File: src/hdl/tas_pkg.sv
`default_nettype none
package tas_pkg;
	// part variants: how the switched supply behaves under alarm
	typedef enum logic [1:0] {
		TAS_VAR_KEEP  = 2'h0,
		TAS_VAR_HIZ   = 2'h1,
		TAS_VAR_GND   = 2'h2
	} tas_variant_t;

	// battery check threshold options
	typedef enum logic [1:0] {
		TAS_DET_2V3 = 2'h0,
		TAS_DET_2V5 = 2'h1,
		TAS_DET_3V2 = 2'h2
	} tas_det_t;

	// power-up battery check sequence
	typedef enum logic [2:0] {
		TAS_BC_WAIT = 3'h1,
		TAS_BC_LOAD = 3'h2,
		TAS_BC_DONE = 3'h4
	} tas_bc_t;

	localparam int  TAS_CLK_MHZ      = 200;
	localparam int  TAS_TREC_MS      = 200;
	localparam int  TAS_TREC_CYC     = TAS_TREC_MS * 1000 * TAS_CLK_MHZ;
	localparam int  TAS_LOAD_US      = 1;
	localparam int  TAS_LOAD_CYC     = TAS_LOAD_US * TAS_CLK_MHZ;
	localparam int  TAS_TMR_W        = 26;
	localparam int  TAS_LOAD_W       = 8;
	localparam logic TAS_RST_ALARM_N = 1'b1;
	localparam logic TAS_RST_RESET_N = 1'b0;
	localparam logic TAS_RST_BLOW_N  = 1'b1;
	localparam logic TAS_RST_PFO_N   = 1'b0;
endpackage : tas_pkg
`default_nettype wire

File: src/hdl/tas_sync.sv
`default_nettype none
module tas_sync #(
	parameter int W = 1
) (
	// clock and reset
	input  wire logic         mclk,
	input  wire logic         rst_b,
	input  wire logic [W-1:0] rst_val,
	// data
	input  wire logic [W-1:0] d,
	output var  logic [W-1:0] q
);
	logic [W-1:0] meta;

	// flops clear to zero so the reset branch stays constant; rst_val not applied
	always_ff @(posedge mclk or negedge rst_b) begin
		if (!rst_b) begin
			meta <= '0;
			q    <= '0;
		end else begin
			meta <= d;
			q    <= meta;
		end
	end
endmodule : tas_sync
`default_nettype wire

File: src/hdl/tas_rec_timer.sv
`default_nettype none
module tas_rec_timer #(
	parameter int TREC_CYC = 40000000
) (
	// clock and reset
	input  wire logic mclk,
	input  wire logic rst_b,
	// hold request and result
	input  wire logic hold,
	output var  logic busy
);
	logic [tas_pkg::TAS_TMR_W-1:0] count;
	logic [tas_pkg::TAS_TMR_W-1:0] next_count;
	localparam logic [tas_pkg::TAS_TMR_W-1:0] LAST = tas_pkg::TAS_TMR_W'(TREC_CYC - 1);

	wire done = (count == LAST);

	// count cleared while held, restarts only after release
	assign next_count = hold ? '0 : (done ? count : count + 1'b1);

	always_ff @(posedge mclk or negedge rst_b) begin
		if (!rst_b) begin
			count <= '0;
			busy  <= 1'b1;
		end else begin
			count <= next_count;
			busy  <= hold | ~done;
		end
	end
endmodule : tas_rec_timer
`default_nettype wire

File: src/hdl/tas_supervisor.sv
`default_nettype none
module tas_supervisor #(
	parameter int TREC_CYC = tas_pkg::TAS_TREC_CYC
) (
	// clock and reset
	input  wire logic               mclk,
	input  wire logic               rst_b,
	// configuration straps
	input  wire tas_pkg::tas_variant_t variant,
	input  wire tas_pkg::tas_det_t  det_sel,
	// comparator results
	input  wire logic               int_above_upper,
	input  wire logic               int_below_lower,
	input  wire logic               main_below_reset,
	input  wire logic               main_below_switchover,
	input  wire logic               main_below_battery,
	input  wire logic               main_above_backup_switch,
	input  wire logic               powerfail_in_below,
	input  wire logic [2:0]         battery_below_det,
	// tamper inputs
	input  wire logic               tamper_in_hi_a,
	input  wire logic               tamper_in_hi_b,
	input  wire logic               tamper_in_lo_a,
	input  wire logic               tamper_in_lo_b,
	// manual reset
	input  wire logic               manual_reset_n,
	// outputs
	output var  logic               security_alarm_n,
	output var  logic               supply_source_ind,
	output var  logic               vout_from_main,
	output var  logic               vout_from_battery,
	output var  logic               vout_ground,
	output var  logic               battery_check_load,
	output var  logic               battery_low_n,
	output var  logic               reset_out_n,
	output var  logic               powerfail_out_n,
	output var  logic               powerup_done
);
	localparam int NS = 14;
	logic [NS-1:0] raw_in;
	logic [NS-1:0] syn;
	logic [NS-1:0] syn_rst;

	assign raw_in = {battery_below_det, powerfail_in_below, main_above_backup_switch,
		main_below_battery, main_below_switchover, main_below_reset, int_below_lower,
		int_above_upper, tamper_in_lo_b, tamper_in_lo_a, tamper_in_hi_b, tamper_in_hi_a};
	// idle levels for reference only: sync clears to zero, so a short false
	// tamper follows reset while reset_out_n is still low
	assign syn_rst = 14'h0003;

	tas_sync #(.W(NS)) u_sync (
		.mclk    (mclk),
		.rst_b   (rst_b),
		.rst_val (syn_rst),
		.d       (raw_in),
		.q       (syn)
	);

	wire s_hi_a  = syn[0];
	wire s_hi_b  = syn[1];
	wire s_lo_a  = syn[2];
	wire s_lo_b  = syn[3];
	wire s_upper = syn[4];
	wire s_lower = syn[5];
	wire s_mrst  = syn[6];
	wire s_msw   = syn[7];
	wire s_mbat  = syn[8];
	wire s_mso   = syn[9];
	wire s_pfi   = syn[10];
	wire [2:0] s_det = syn[13:11];

	logic mr_meta;
	logic mr_s;
	always_ff @(posedge mclk or negedge rst_b) begin
		if (!rst_b) begin
			mr_meta <= 1'b0;
			mr_s    <= 1'b0;
		end else begin
			mr_meta <= manual_reset_n;
			mr_s    <= mr_meta;
		end
	end

	// tamper decode
	wire tamper_hi = ~s_hi_a | ~s_hi_b;
	wire tamper_lo = s_lo_a | s_lo_b;
	wire tamper    = tamper_hi | tamper_lo;
	// voltage trips on whichever supply is internal; comparators already track it
	wire volt_trip = s_upper | s_lower;
	wire alarm     = tamper | volt_trip;

	// supply source selection with hysteresis
	logic on_battery;
	wire  go_battery = s_msw | s_mbat;
	wire  go_main    = s_mso;
	wire  next_on_battery = on_battery ? ~go_main : go_battery;

	always_ff @(posedge mclk or negedge rst_b) begin
		if (!rst_b) begin
			on_battery <= 1'b1;
		end else begin
			on_battery <= next_on_battery;
		end
	end

	// variant effect on supply output and indicator
	wire force_ind = alarm & (variant != tas_pkg::TAS_VAR_KEEP);
	wire next_ind  = force_ind | on_battery;
	wire kill_out  = alarm & (variant != tas_pkg::TAS_VAR_KEEP);
	wire next_from_main = ~on_battery & ~kill_out;
	wire next_from_bat  = on_battery & ~kill_out;
	wire next_gnd  = alarm & (variant == tas_pkg::TAS_VAR_GND);

	// reset generation
	wire rst_hold = s_mrst | ~mr_s;
	logic rec_busy;

	tas_rec_timer #(.TREC_CYC(TREC_CYC)) u_rec (
		.mclk  (mclk),
		.rst_b (rst_b),
		.hold  (rst_hold),
		.busy  (rec_busy)
	);

	// power-up battery check
	tas_pkg::tas_bc_t bc_state;
	tas_pkg::tas_bc_t next_bc_state;
	logic [tas_pkg::TAS_LOAD_W-1:0] load_cnt;
	logic [tas_pkg::TAS_LOAD_W-1:0] next_load_cnt;
	logic blow;
	logic next_blow;
	localparam logic [tas_pkg::TAS_LOAD_W-1:0] LOAD_LAST =
		tas_pkg::TAS_LOAD_W'(tas_pkg::TAS_LOAD_CYC - 1);

	function automatic logic det_pick(input logic [2:0] d, input tas_pkg::tas_det_t sel);
		logic r;
		r = 1'b0;
		unique case (sel)
			tas_pkg::TAS_DET_2V3: r = d[0];
			tas_pkg::TAS_DET_2V5: r = d[1];
			tas_pkg::TAS_DET_3V2: r = d[2];
			default:              r = 1'b0;
		endcase
		return r;
	endfunction : det_pick

	wire bat_below = det_pick(s_det, det_sel);

	always_comb begin
		next_bc_state = bc_state;
		next_load_cnt = load_cnt;
		next_blow     = blow;
		unique case (bc_state)
			tas_pkg::TAS_BC_WAIT: begin
				next_load_cnt = '0;
				if (!s_mrst) begin
					next_bc_state = tas_pkg::TAS_BC_LOAD;
				end
			end
			tas_pkg::TAS_BC_LOAD: begin
				next_load_cnt = load_cnt + 1'b1;
				if (s_mrst) begin
					next_bc_state = tas_pkg::TAS_BC_WAIT;
				end else if (load_cnt == LOAD_LAST) begin
					next_blow     = bat_below;
					next_bc_state = tas_pkg::TAS_BC_DONE;
				end
			end
			tas_pkg::TAS_BC_DONE: begin
				if (s_mrst) begin
					next_bc_state = tas_pkg::TAS_BC_WAIT;
				end
			end
			default: next_bc_state = tas_pkg::TAS_BC_WAIT;
		endcase
		if (s_mrst) begin
			next_blow = 1'b0;
		end
	end

	always_ff @(posedge mclk or negedge rst_b) begin
		if (!rst_b) begin
			bc_state <= tas_pkg::TAS_BC_WAIT;
			load_cnt <= '0;
			blow     <= 1'b0;
		end else begin
			bc_state <= next_bc_state;
			load_cnt <= next_load_cnt;
			blow     <= next_blow;
		end
	end

	// power-fail: comparator ignored while main is below switchover; output forced low
	wire next_pfo_n = ~(s_pfi | s_msw);

	// power-up done once reset released; alarm meaningless before
	wire next_pu_done = ~rec_busy;

	always_ff @(posedge mclk or negedge rst_b) begin
		if (!rst_b) begin
			security_alarm_n   <= tas_pkg::TAS_RST_ALARM_N;
			supply_source_ind  <= 1'b1;
			vout_from_main     <= 1'b0;
			vout_from_battery  <= 1'b1;
			vout_ground        <= 1'b0;
			battery_check_load <= 1'b0;
			battery_low_n      <= tas_pkg::TAS_RST_BLOW_N;
			reset_out_n        <= tas_pkg::TAS_RST_RESET_N;
			powerfail_out_n    <= tas_pkg::TAS_RST_PFO_N;
			powerup_done       <= 1'b0;
		end else begin
			security_alarm_n   <= ~alarm;
			supply_source_ind  <= next_ind;
			vout_from_main     <= next_from_main;
			vout_from_battery  <= next_from_bat;
			vout_ground        <= next_gnd;
			battery_check_load <= (next_bc_state == tas_pkg::TAS_BC_LOAD);
			battery_low_n      <= ~next_blow;
			reset_out_n        <= ~rec_busy;
			powerfail_out_n    <= next_pfo_n;
			powerup_done       <= next_pu_done;
		end
	end
endmodule : tas_supervisor
`default_nettype wire

File: config.mk
export PLATFORM = sky130hd
export DESIGN_NAME = tas_supervisor
export DESIGN_NICKNAME = d
export VERILOG_FILES = /design/src/hdl/tas_pkg.sv /design/src/hdl/tas_sync.sv /design/src/hdl/tas_rec_timer.sv /design/src/hdl/tas_supervisor.sv
export SDC_FILE = /design/constraint.sdc
export NUM_CORES = 1
export LEC_CHECK = 0
export BUFFER_PORTS_ARGS = -buffer_cell sky130_fd_sc_hd__buf_2
export CAP_MARGIN = 20
export CORE_UTILIZATION = 47
export DETAILED_ROUTE_END_ITERATION = 8
export PLACE_DENSITY = 0.68
export SLEW_MARGIN = 20
export SYNTH_ARGS = -nofsm -noshare
export SYNTH_HDL_FRONTEND = slang
export SYNTH_SLANG_ARGS = --single-unit
File: constraint.sdc
create_clock -name mclk -period 2.7 [get_ports mclk]
set_input_delay 0.54 -clock mclk [delete_from_list [all_inputs] [get_ports mclk]]
set_output_delay 0.54 -clock mclk [all_outputs]
set_load 0.02 [all_outputs]
==> metrics.txt, run 1 <==
final worst path period share 0.819; Multi-input gate area 1120 µm²; Initial DRC Count approximately 120; largest net degree at the start of global routing 80; share of layout cells above drive strength 1 0.223; Vias between 2000 and 2500; Hold Worst Slack 0.293 ns; syn_area_per_cell between 10 and 15 µm²; run status finished with violations; gr usage total 0.172; Final Hold Vio Count 0; maximum clock frequency roughly 450 MHz; largest fanout on the critical path 10; via count of the first global-routing pass ~2000; max-slew violations 0; gr ovfl total 0; post-layout util 0.558; Worst setup endpoint u_rec.count[1]$_DFFE_PN0P_; clock skew between 0.007 and 0.008 ns; CTS root buf clkbuf_8; Num CTS Buffers 9; # port buffers 30; reg2reg path depth 6; clock share of power 0.363; Reg clk slew, reported paths approximately 0.080 ns; initial antenna violation count 0; WL/cell 13.7 µm; DR DRC count 1; Switching Share 0.244; Pint roughly 1600 µW; Hold Buf Count CTS 0; commonest cells after routing, fill and taps aside 72 x dfrtp_1, 34 x nor2_1, 29 x buf_2; Setup Total Neg Slack 0 ns; post-cts sizing count 0; Final #Nets ~330; reg2reg start u_rec.count[0]$_DFFE_PN0P_; highest-delay cell along the critical path or4_1; WS Path Type flop to flop; Tightest Hold Check Type primary input to flop; GP Congestion 0.796; P per Cell Area ~600 nW/µm²; Tmin final 2.21 ns; startpoint types flop; VDD IR max about 0.37 mV; post-synthesis sequential area ratio 0.629; H-tree levels 3; sequential power share 0.586; Routed Antenna Nets 0; Slew headroom 0.365; FF/Latch Area roughly 2000 µm²; core area between 6000 and 7000 µm²; Initial Utilization 0.492; CP max stage delay just under 0.8 ns; EDFF count, synth 0; CP Cell Sequence ha_1, nand4_2, or4_1, nor2_8, mux2i_1, nor2_1; Pwr Total 2130 µW; synthesized cell area about 3200 µm²; Yosys warnings 0; Mapped Cells around 270; fill count 546; commonest non-fill, non-tap cell in the layout dfrtp_1; first-pass GRT wire length ~9500 µm; final setup vio count 0; failing checks DRC; post-CTS setup buffer count 0; CTS sink count 79; syn nets around 290; row count 29; Top Ports 31; max-cap violations 0; dpl hpwl approximately 3600 µm; r2r setup slk 0.49 ns; CP Launch Point u_rec.count[0]$_DFFE_PN0P_; area delta synth->final 13.5%; DR pass1 iterations 6; number of diodes 0; Yosys reg bits 79; worst-margin pin slew approximately 0.95 ns; Comb power frac 0.051; Post-synth ARST share 1.00; synth unique cells 43; drt via density approximately 5.4; CTS tree done; die area slightly above 7000 µm²; P_sw between 500 and 600 µW; Die Ht between 80 and 90 µm; Max clock buf depth 2; die span in x between 80 and 90 µm; Worst-Skew Late Latency around 0.35 ns; ys flop type dfrtp_1; Buf/Inv on CP 0; RSZ-0062 raised after global routing no; WL final 5340 µm; CP top delay family simple AND/OR/NAND/NOR gates; Worst Setup Slack, final ~0.5 ns; Leak 0.00165 µW; pre-CTS setup slack 0.511 ns; critical path depth in cells 6; CP arrival between 2 and 2.5 ns; critical path endpoint category flop; hold path depth 1; reg-to-reg endpoint u_rec.count[1]$_DFFE_PN0P_; required time of the critical path slightly below 3 ns
==> power by group through the flow <==
stage / clock network, µW / registers [µW] / logic (µW)
finish: 773 / 1250 / 108
global route: 846 / 1250 / 123
CTS: 802 / 1250 / 111
global placement: 0 / 1270 / 108
floorplan: 0 / 1270 / 45.0
detailed placement: 0 / 1270 / 110
==> how the worst min path moves through the flow <==
| stage | startpoint | endpoint | slack [ns] |
|---|---|---|---|
| 3_3_place_gp | u_sync.meta[9]$_DFF_PN0_ | u_sync.q[9]$_DFF_PN0_ | 0.33 |
| 2_1_floorplan | rst_b | battery_check_load$_DFF_PN0_ | 0.24 |
| 3_5_place_dp | u_sync.meta[11]$_DFF_PN0_ | u_sync.q[11]$_DFF_PN0_ | 0.33 |
| 6_report | main_below_switchover | u_sync.meta[7]$_DFF_PN0_ | 0.29 |
| 5_1_grt | main_below_battery | u_sync.meta[8]$_DFF_PN0_ | 0.27 |
| 4_1_cts | powerfail_in_below | u_sync.meta[10]$_DFF_PN0_ | 0.28 |
==> registers in the layout, summed over array words and instances, names as in the netlist, 3 cells and up <==
register / count
u_rec.count: 26
u_sync.meta: 14
u_sync.q: 14
load_cnt: 8
bc_state: 3
==> metal layers <==
| metal | vias to the layer above | track usage | part of all wire |
|---|---|---|---|
| li1 | 1033 | - | - |
| met1 | 1036 | 0.227 | 0.46 |
| met2 | 44 | 0.273 | 0.48 |
| met3 | 6 | 0.0504 | 0.043 |
| met4 | 0 | 0.0611 | 0.010 |
| met5 | - | 0 | 0 |
==> stage by stage <==
step | cell area [µm²] | cells
global placement | 3410 | 375
global route | 3580 | 391
finish | 3580 | 391
floorplan | 3160 | 269
CTS | 3580 | 391
detailed placement | 3410 | 375
==> Yosys cell counts, types with 2 or more instances <==
cell / instances / area share
dfrtp_1: 72 / 0.57
nor2_1: 34 / 0.040
xor2_1: 19 / 0.053
nand2_1: 17 / 0.020
nand3_1: 12 / 0.019
o21ai_0: 10 / 0.016
nand4_1: 9 / 0.018
a21oi_1: 7 / 0.011
and3_1: 7 / 0.014
dfstp_2: 7 / 0.058
nor3_1: 6 / 0.0095
inv_1: 5 / 0.0059
o21ai_1: 5 / 0.0079
or2_2: 5 / 0.0099
clkbuf_1: 4 / 0.0048
nor2b_1: 4 / 0.0079
o211ai_1: 4 / 0.0095
or4_1: 4 / 0.0095
mux2i_1: 3 / 0.0095
nand4_2: 3 / 0.012
and4_1: 2 / 0.0055
ha_1: 2 / 0.0079
nand2b_1: 2 / 0.0040
nand3b_1: 2 / 0.0048
nor3b_1: 2 / 0.0048
nor4_1: 2 / 0.0040
nor4b_2: 2 / 0.0095
o2111ai_1: 2 / 0.0055
or3_1: 2 / 0.0040
==> cell type report <==
| cell class | instances | area share |
|---|---|---|
| inverters | 5 | 0.00524 |
| well taps | 77 | 0.0269 |
| clock buffers | 11 | 0.0367 |
| flip-flops and latches | 79 | 0.554 |
| multi-input cells | 179 | 0.312 |
| repair buffers | 35 | 0.0531 |
| clock inverters | 5 | 0.0119 |
==> worst reg2reg max path, cell delays in order, from the launching register on <==
cell and delay [ns]:
dfrtp_1 0.40, ha_1 0.23, nand4_2 0.16, or4_1 0.78, nor2_8 0.24, mux2i_1 0.22
nor2_1 0.05
==> cell families after synthesis <==
family / Yosys count / share of synthesized area
mux: 3 / 0.00951
xor+xnor: 20 / 0.0555
flops: 79 / 0.629
compound gates: 36 / 0.0733
fa+ha+maj: 2 / 0.00793
simple gates: 118 / 0.208
buf+inv: 11 / 0.0166
Note: power is estimated with default switching activity, not from simulation.
==> run 2, diff against run 1 <==
- ABC_AREA: default -> 1
- PLACE_DENSITY: 0.68 -> 0.67
- clock period: 2.7 -> 2.18 ns (I/O delays scaled with it)
==> metrics.txt, run 2 <==
commonest cells after routing, fill and taps aside 110 x nand2_1, 75 x nor2_1, 72 x dfrtp_1; die area a little under 8000 µm²; gr ovfl total 0; Final #Nets between 400 and 500; worst-margin pin slew ~0.66 ns; final setup vio count 0; number of flip-flops in the largest register 26; Tmin final between 1.5 and 2 ns; reg2reg path depth 5; area delta synth->final 13.6%; WS Path Type flop to flop; clock skew roughly 0.017 ns; max-slew violations 0; Yosys reg bits roughly 80; GP Congestion 0.907; Leak approximately 0.0019 µW; run status finished, final reports clean; reg2reg start bc_state[2]$_DFF_PN0_; syn_area_per_cell around 8.5 µm²; Initial Utilization 0.498; EDFF count, synth 0; Post-synth ARST share 1.00; CTS root buf clkbuf_8; fin cells 550; dpl hpwl between 5000 and 6000 µm; clock share of power 0.366; syn nets roughly 430; synthesized cell area between 3000 and 4000 µm²; r2r setup slk ~0.54 ns; P per Cell Area ~700 nW/µm²; Switching Share 0.255; Setup Total Neg Slack 0 ns; Synth top area share 0.521; Tightest Hold Check Type primary input to asynchronous set/reset pin; required time of the critical path roughly 2.5 ns; Worst Setup Slack, final ~0.54 ns; first-pass GRT wire length roughly 12000 µm; pre-CTS setup slack around 0.56 ns; Routed Antenna Nets 0; commonest non-fill, non-tap cell in the layout nand2_1; CTS sink count 79; post-cts sizing count 0; ranking of synthesized cells by area dfrtp_1 52%, nand2_1 12%, nor2_1 8.1%; Final Hold Vio Count 0; DR DRC count 0; Pint 2040 µW; row count 30; CP arrival between 1.5 and 2 ns; Reg clk slew, reported paths roughly 0.09 ns; fill count 666; number of diodes 0; Mapped Cells between 400 and 500; via count of the first global-routing pass between 2000 and 3000; share of layout cells above drive strength 1 0.161; Worst-Skew Late Latency roughly 0.36 ns; largest net degree at the start of global routing between 40 and 50; maximum clock frequency between 600 and 700 MHz; gr usage total 0.212; core area approximately 6900 µm²; Post-synth top cells 110 x nand2_1, 75 x nor2_1, 72 x dfrtp_1, 49 x inv_1, 24 x nand3_1; post-layout util 0.566; post-synthesis sequential area ratio 0.574; Hold Buf Count CTS 0; ys flop type dfrtp_1; largest fanout on the critical path 12; H-tree levels 3; Yosys warnings 0; post-CTS setup buffer count 0; die span in x between 80 and 90 µm; Die Ht 87.8 µm; placed cells approximately 530; cell with the most instances after synthesis nand2_1; Initial DRC Count between 150 and 200; Vias roughly 2700; Comb power frac 0.066; Top reg by flops u_rec.count; Num CTS Buffers 9; Synth area leader dfrtp_1; sequential power share 0.568; Top Registers u_rec.count x26, u_sync.meta x14, u_sync.q x14; RSZ-0062 raised after global routing no; DR pass1 iterations 4; synth unique cells 30; # port buffers 30; Max clock buf depth 2; reg-to-reg endpoint blow$_DFF_PN0_; WL/cell between 10 and 15 µm; VDD IR max around 0.44 mV; Slew headroom 0.558; Top Ports 31; drt via density roughly 5; critical path endpoint category flop; final worst path period share 0.752; CTS tree done; max-cap violations 0; initial antenna violation count 0; P_sw roughly 700 µW; startpoint types flop; WL final between 6000 and 7000 µm
[run 2: cell types whose count changed after synthesis, moves of 4 or more]
| cell | previous run | this run |
|---|---|---|
| nor2_1 | 34 | 75 |
| o21ai_0 | 10 | 14 |
| or4_1 | 4 | 0 |
| inv_1 | 5 | 49 |
| nand2_1 | 17 | 110 |
| nor2b_1 | 4 | 0 |
| xor2_1 | 19 | 2 |
| nand3_1 | 12 | 24 |
| o211ai_1 | 4 | 0 |
| nor2_4 | 0 | 4 |
| and3_1 | 7 | 0 |
[run 2: worst max path at each step]
stage	startpoint	endpoint	slack [ns]
floorplan	u_rec.count[0]$_DFFE_PN0P_	u_rec.count[8]$_DFFE_PN0P_	0.72
global placement	u_rec.count[0]$_DFFE_PN0P_	u_rec.count[8]$_DFFE_PN0P_	0.65
detailed placement	bc_state[2]$_DFF_PN0_	blow$_DFF_PN0_	0.56
CTS	bc_state[2]$_DFF_PN0_	blow$_DFF_PN0_	0.54
global route	bc_state[2]$_DFF_PN0_	battery_check_load$_DFF_PN0_	0.37
finish	bc_state[2]$_DFF_PN0_	blow$_DFF_PN0_	0.54
[run 2: layer usage]
metal,track usage,share of wire,vias up
li1,-,-,1351
met1,0.288,0.46,1280
met2,0.338,0.46,70
met3,0.0368,0.054,15
met4,0.0864,0.022,0
met5,0,0,-
[run 2: kinds of logic (layout without fill, tap and decap cells)]
| kind of cell | after synthesis | count (layout) | share of synthesized area |
|---|---|---|---|
| buffers and inverters | 55 | 100 | 0.0615 |
| xor gates and xnor gates | 4 | 4 | 0.0101 |
| AOI/OAI and AO/OA | 27 | 27 | 0.0419 |
| DFF | 79 | 79 | 0.574 |
| adders and majority gates | 2 | 2 | 0.00723 |
| and+or+nand+nor | 242 | 242 | 0.305 |
[run 2: final cells by class]
class,count,area [µm²],area share
Sequential cell,79,1990,0.505
Clock buffer,11,141,0.0360
Multi-Input combinational cell,275,1260,0.321
Tap cell,96,120,0.0306
Inverter,51,191,0.0487
Clock inverter,5,42.5,0.0108
Timing Repair Buffer,33,188,0.0477
[run 2: power by group through the flow]
stage               Clock, µW  Sequential [µW]  Combinational [µW]
floorplan                   0             1600                81.5
global placement            0             1580                 179
detailed placement          0             1590                 185
CTS                      1030             1560                 185
global route             1090             1560                 212
finish                   1000             1560                 181
[run 2: per-stage QoR]
step | area, µm² | hold WS (ns) | power (µW)
2_1_floorplan | 3460 | 0.140 | 1680
3_3_place_gp | 3750 | 0.332 | 1760
3_5_place_dp | 3750 | 0.335 | 1770
4_1_cts | 3930 | 0.0203 | 2770
5_1_grt | 3930 | 0.0412 | 2870
6_report | 3930 | 0.000707 | 2740
[run 2: worst max-delay path, stage by stage, from the launching register on]
cell,delay (ns)
dfrtp_1,0.41
nor3_2,0.56
nand4_1,0.27
nand2_1,0.15
nand2_1,0.06
nor2_1,0.12
==> run 3, diff against run 2 <==
- ABC_AREA: 1 -> 0
- PLACE_DENSITY: 0.67 -> 0.68
- clock period: 2.18 -> 1.6 ns (I/O delays scaled with it)
==> metrics.txt, run 3 (synthesized netlist as in run 1, its figures left out) <==
Leak about 0.0021 µW; final setup vio count 21; CP arrival 2.08 ns; reg2reg path depth 6; Routed Antenna Nets 0; DR pass1 iterations 6; VDD IR max 1.12 mV; clock share of power 0.401; Tightest Hold Check Type primary input to flop; row count 29; Initial Utilization 0.492; # port buffers 30; Tmin final roughly 1.8 ns; WL final 6450 µm; Hold Worst Slack 0.0680 ns; maximum clock frequency 544 MHz; Worst-Skew Late Latency between 0.3 and 0.4 ns; number of diodes 0; P_sw 967 µW; Max clock buf depth 2; post-layout util 0.666; P per Cell Area 907 nW/µm²; largest fanout on the critical path 10; reg-to-reg endpoint u_rec.count[1]$_DFFE_PN0P_; via count of the first global-routing pass around 2300; initial antenna violation count 0; max-cap violations 0; Final #Nets 390; run status finished with violations; die span in x 84.0 µm; hold path startpoint manual_reset_n; core area 6420 µm²; Setup Total Neg Slack -2.98 ns; required time of the critical path 1.85 ns; Comb power frac 0.058; critical path endpoint category flop; clock skew slightly above 0.01 ns; drt via density 5.28; Top reg by flops u_rec.count; GP Congestion around 0.80; H-tree levels 3; WL/cell approximately 14 µm; Die Ht ~84 µm; gr ovfl total 0; Worst Setup Slack, final -0.237 ns; sequential power share 0.541; share of layout cells above drive strength 1 0.395; Top Registers u_rec.count x26, u_sync.meta x14, u_sync.q x14; CTS root buf clkbuf_8; number of flip-flops in the largest register 26; dpl hpwl 4230 µm; CTS sink count between 70 and 80; WS Path Type flop to flop; final worst path period share 1.15; RSZ-0062 raised after global routing yes; die area between 7000 and 8000 µm²; DR DRC count 2; Reg clk slew, reported paths 0.09 ns; Pint 2910 µW; Final Hold Vio Count 0; reg2reg start u_rec.count[0]$_DFFE_PN0P_; Hold Crit Endpoint mr_meta$_DFF_PN0_; commonest cells after routing, fill and taps aside 72 x dfrtp_1, 51 x buf_4, 34 x nor2_1; Vias approximately 2400; Top Ports 31; Num CTS Buffers 9; r2r setup slk -0.24 ns; largest net degree at the start of global routing 37; hold path depth 1; commonest non-fill, non-tap cell in the layout dfrtp_1; area delta synth->final 35.5%; CTS tree done; Slew headroom 0.790; worst-margin pin slew between 0.3 and 0.4 ns; max-slew violations 0; pre-CTS setup slack -0.241 ns; Switching Share 0.249; Initial DRC Count 83; first-pass GRT wire length 10300 µm; gr usage total 0.193; startpoint types flop; failing checks DRC, setup timing
## run 3: cell count changes in the layout (fill, tap and decap cells not counted), sizes merged, moves of 3 or more
cell	change
nand2	-96
inv	-44
mux2i	+3
nor2b	+4
and3	+7
nor2	-45
o211ai	+4
nand4	+5
nand3	-15
buf	+58
or4	+5
xor2	+17
## run 3: power groups by stage
stage / sequential [µW] / combinational [µW] / clock [µW]
floorplan: 2150 / 77.6 / 0
global placement: 2140 / 218 / 0
detailed placement: 2140 / 223 / 0
CTS: 2100 / 227 / 1600
global route: 2110 / 253 / 1650
finish: 2100 / 226 / 1550
## run 3: worst max-delay path: stages, from the launching register on
cell and delay, ns:
dfrtp_1 0.40, ha_4 0.16, nand4_4 0.08, or4_4 0.63
nor2_8 0.19, mux2i_1 0.22, nor2_1 0.05
## run 3: metrics by stage
step | power (µW) | cells | instance area (µm²)
2_1_floorplan | 2230 | 269 | 3220
3_3_place_gp | 2350 | 421 | 3830
3_5_place_dp | 2360 | 421 | 3830
4_1_cts | 3920 | 442 | 4120
5_1_grt | 4010 | 449 | 4280
6_report | 3880 | 449 | 4280
## run 3: worst max-delay path by stage
stage / from / endpoint
2_1_floorplan: u_rec.count[20]$_DFFE_PN0P_ / u_rec.count[6]$_DFFE_PN0P_
5_1_grt: u_rec.count[0]$_DFFE_PN0P_ / u_rec.count[1]$_DFFE_PN0P_
3_5_place_dp: u_rec.count[20]$_DFFE_PN0P_ / u_rec.count[6]$_DFFE_PN0P_
4_1_cts: u_rec.count[1]$_DFFE_PN0P_ / u_rec.count[1]$_DFFE_PN0P_
3_3_place_gp: u_rec.count[20]$_DFFE_PN0P_ / u_rec.count[6]$_DFFE_PN0P_
6_report: u_rec.count[0]$_DFFE_PN0P_ / u_rec.count[1]$_DFFE_PN0P_
## run 3: layout make-up
cell class | count | area, µm²
repair buffers | 92 | 671
clock inverters | 7 | 88.8
multi-input cells | 180 | 1290
fillers | 462 | 2150
well taps | 77 | 96.3
clock buffers | 9 | 124
flip-flops and latches | 79 | 1990
inverters | 5 | 18.8
## run 3: routing by layer
| layer | track usage | vias up | routed length [µm] |
|---|---|---|---|
| met5 | 0 | - | 0 |
| met4 | 0.110 | 0 | 128 |
| met3 | 0.0406 | 11 | 183 |
| met2 | 0.322 | 44 | 3370 |
| met1 | 0.231 | 1168 | 2770 |
| li1 | - | 1147 | - |
## run 3: repair_timing
item / in CTS / in global routing
endpoints found under the hold margin: 16 / 0
hold buffers: 1 / 0
gates resized for setup: 10 / 24
setup endpoints to repair: 18 / 27
pin swaps: 8 / 15
buffers inserted: 3 / 9
cloned: 1 / 1
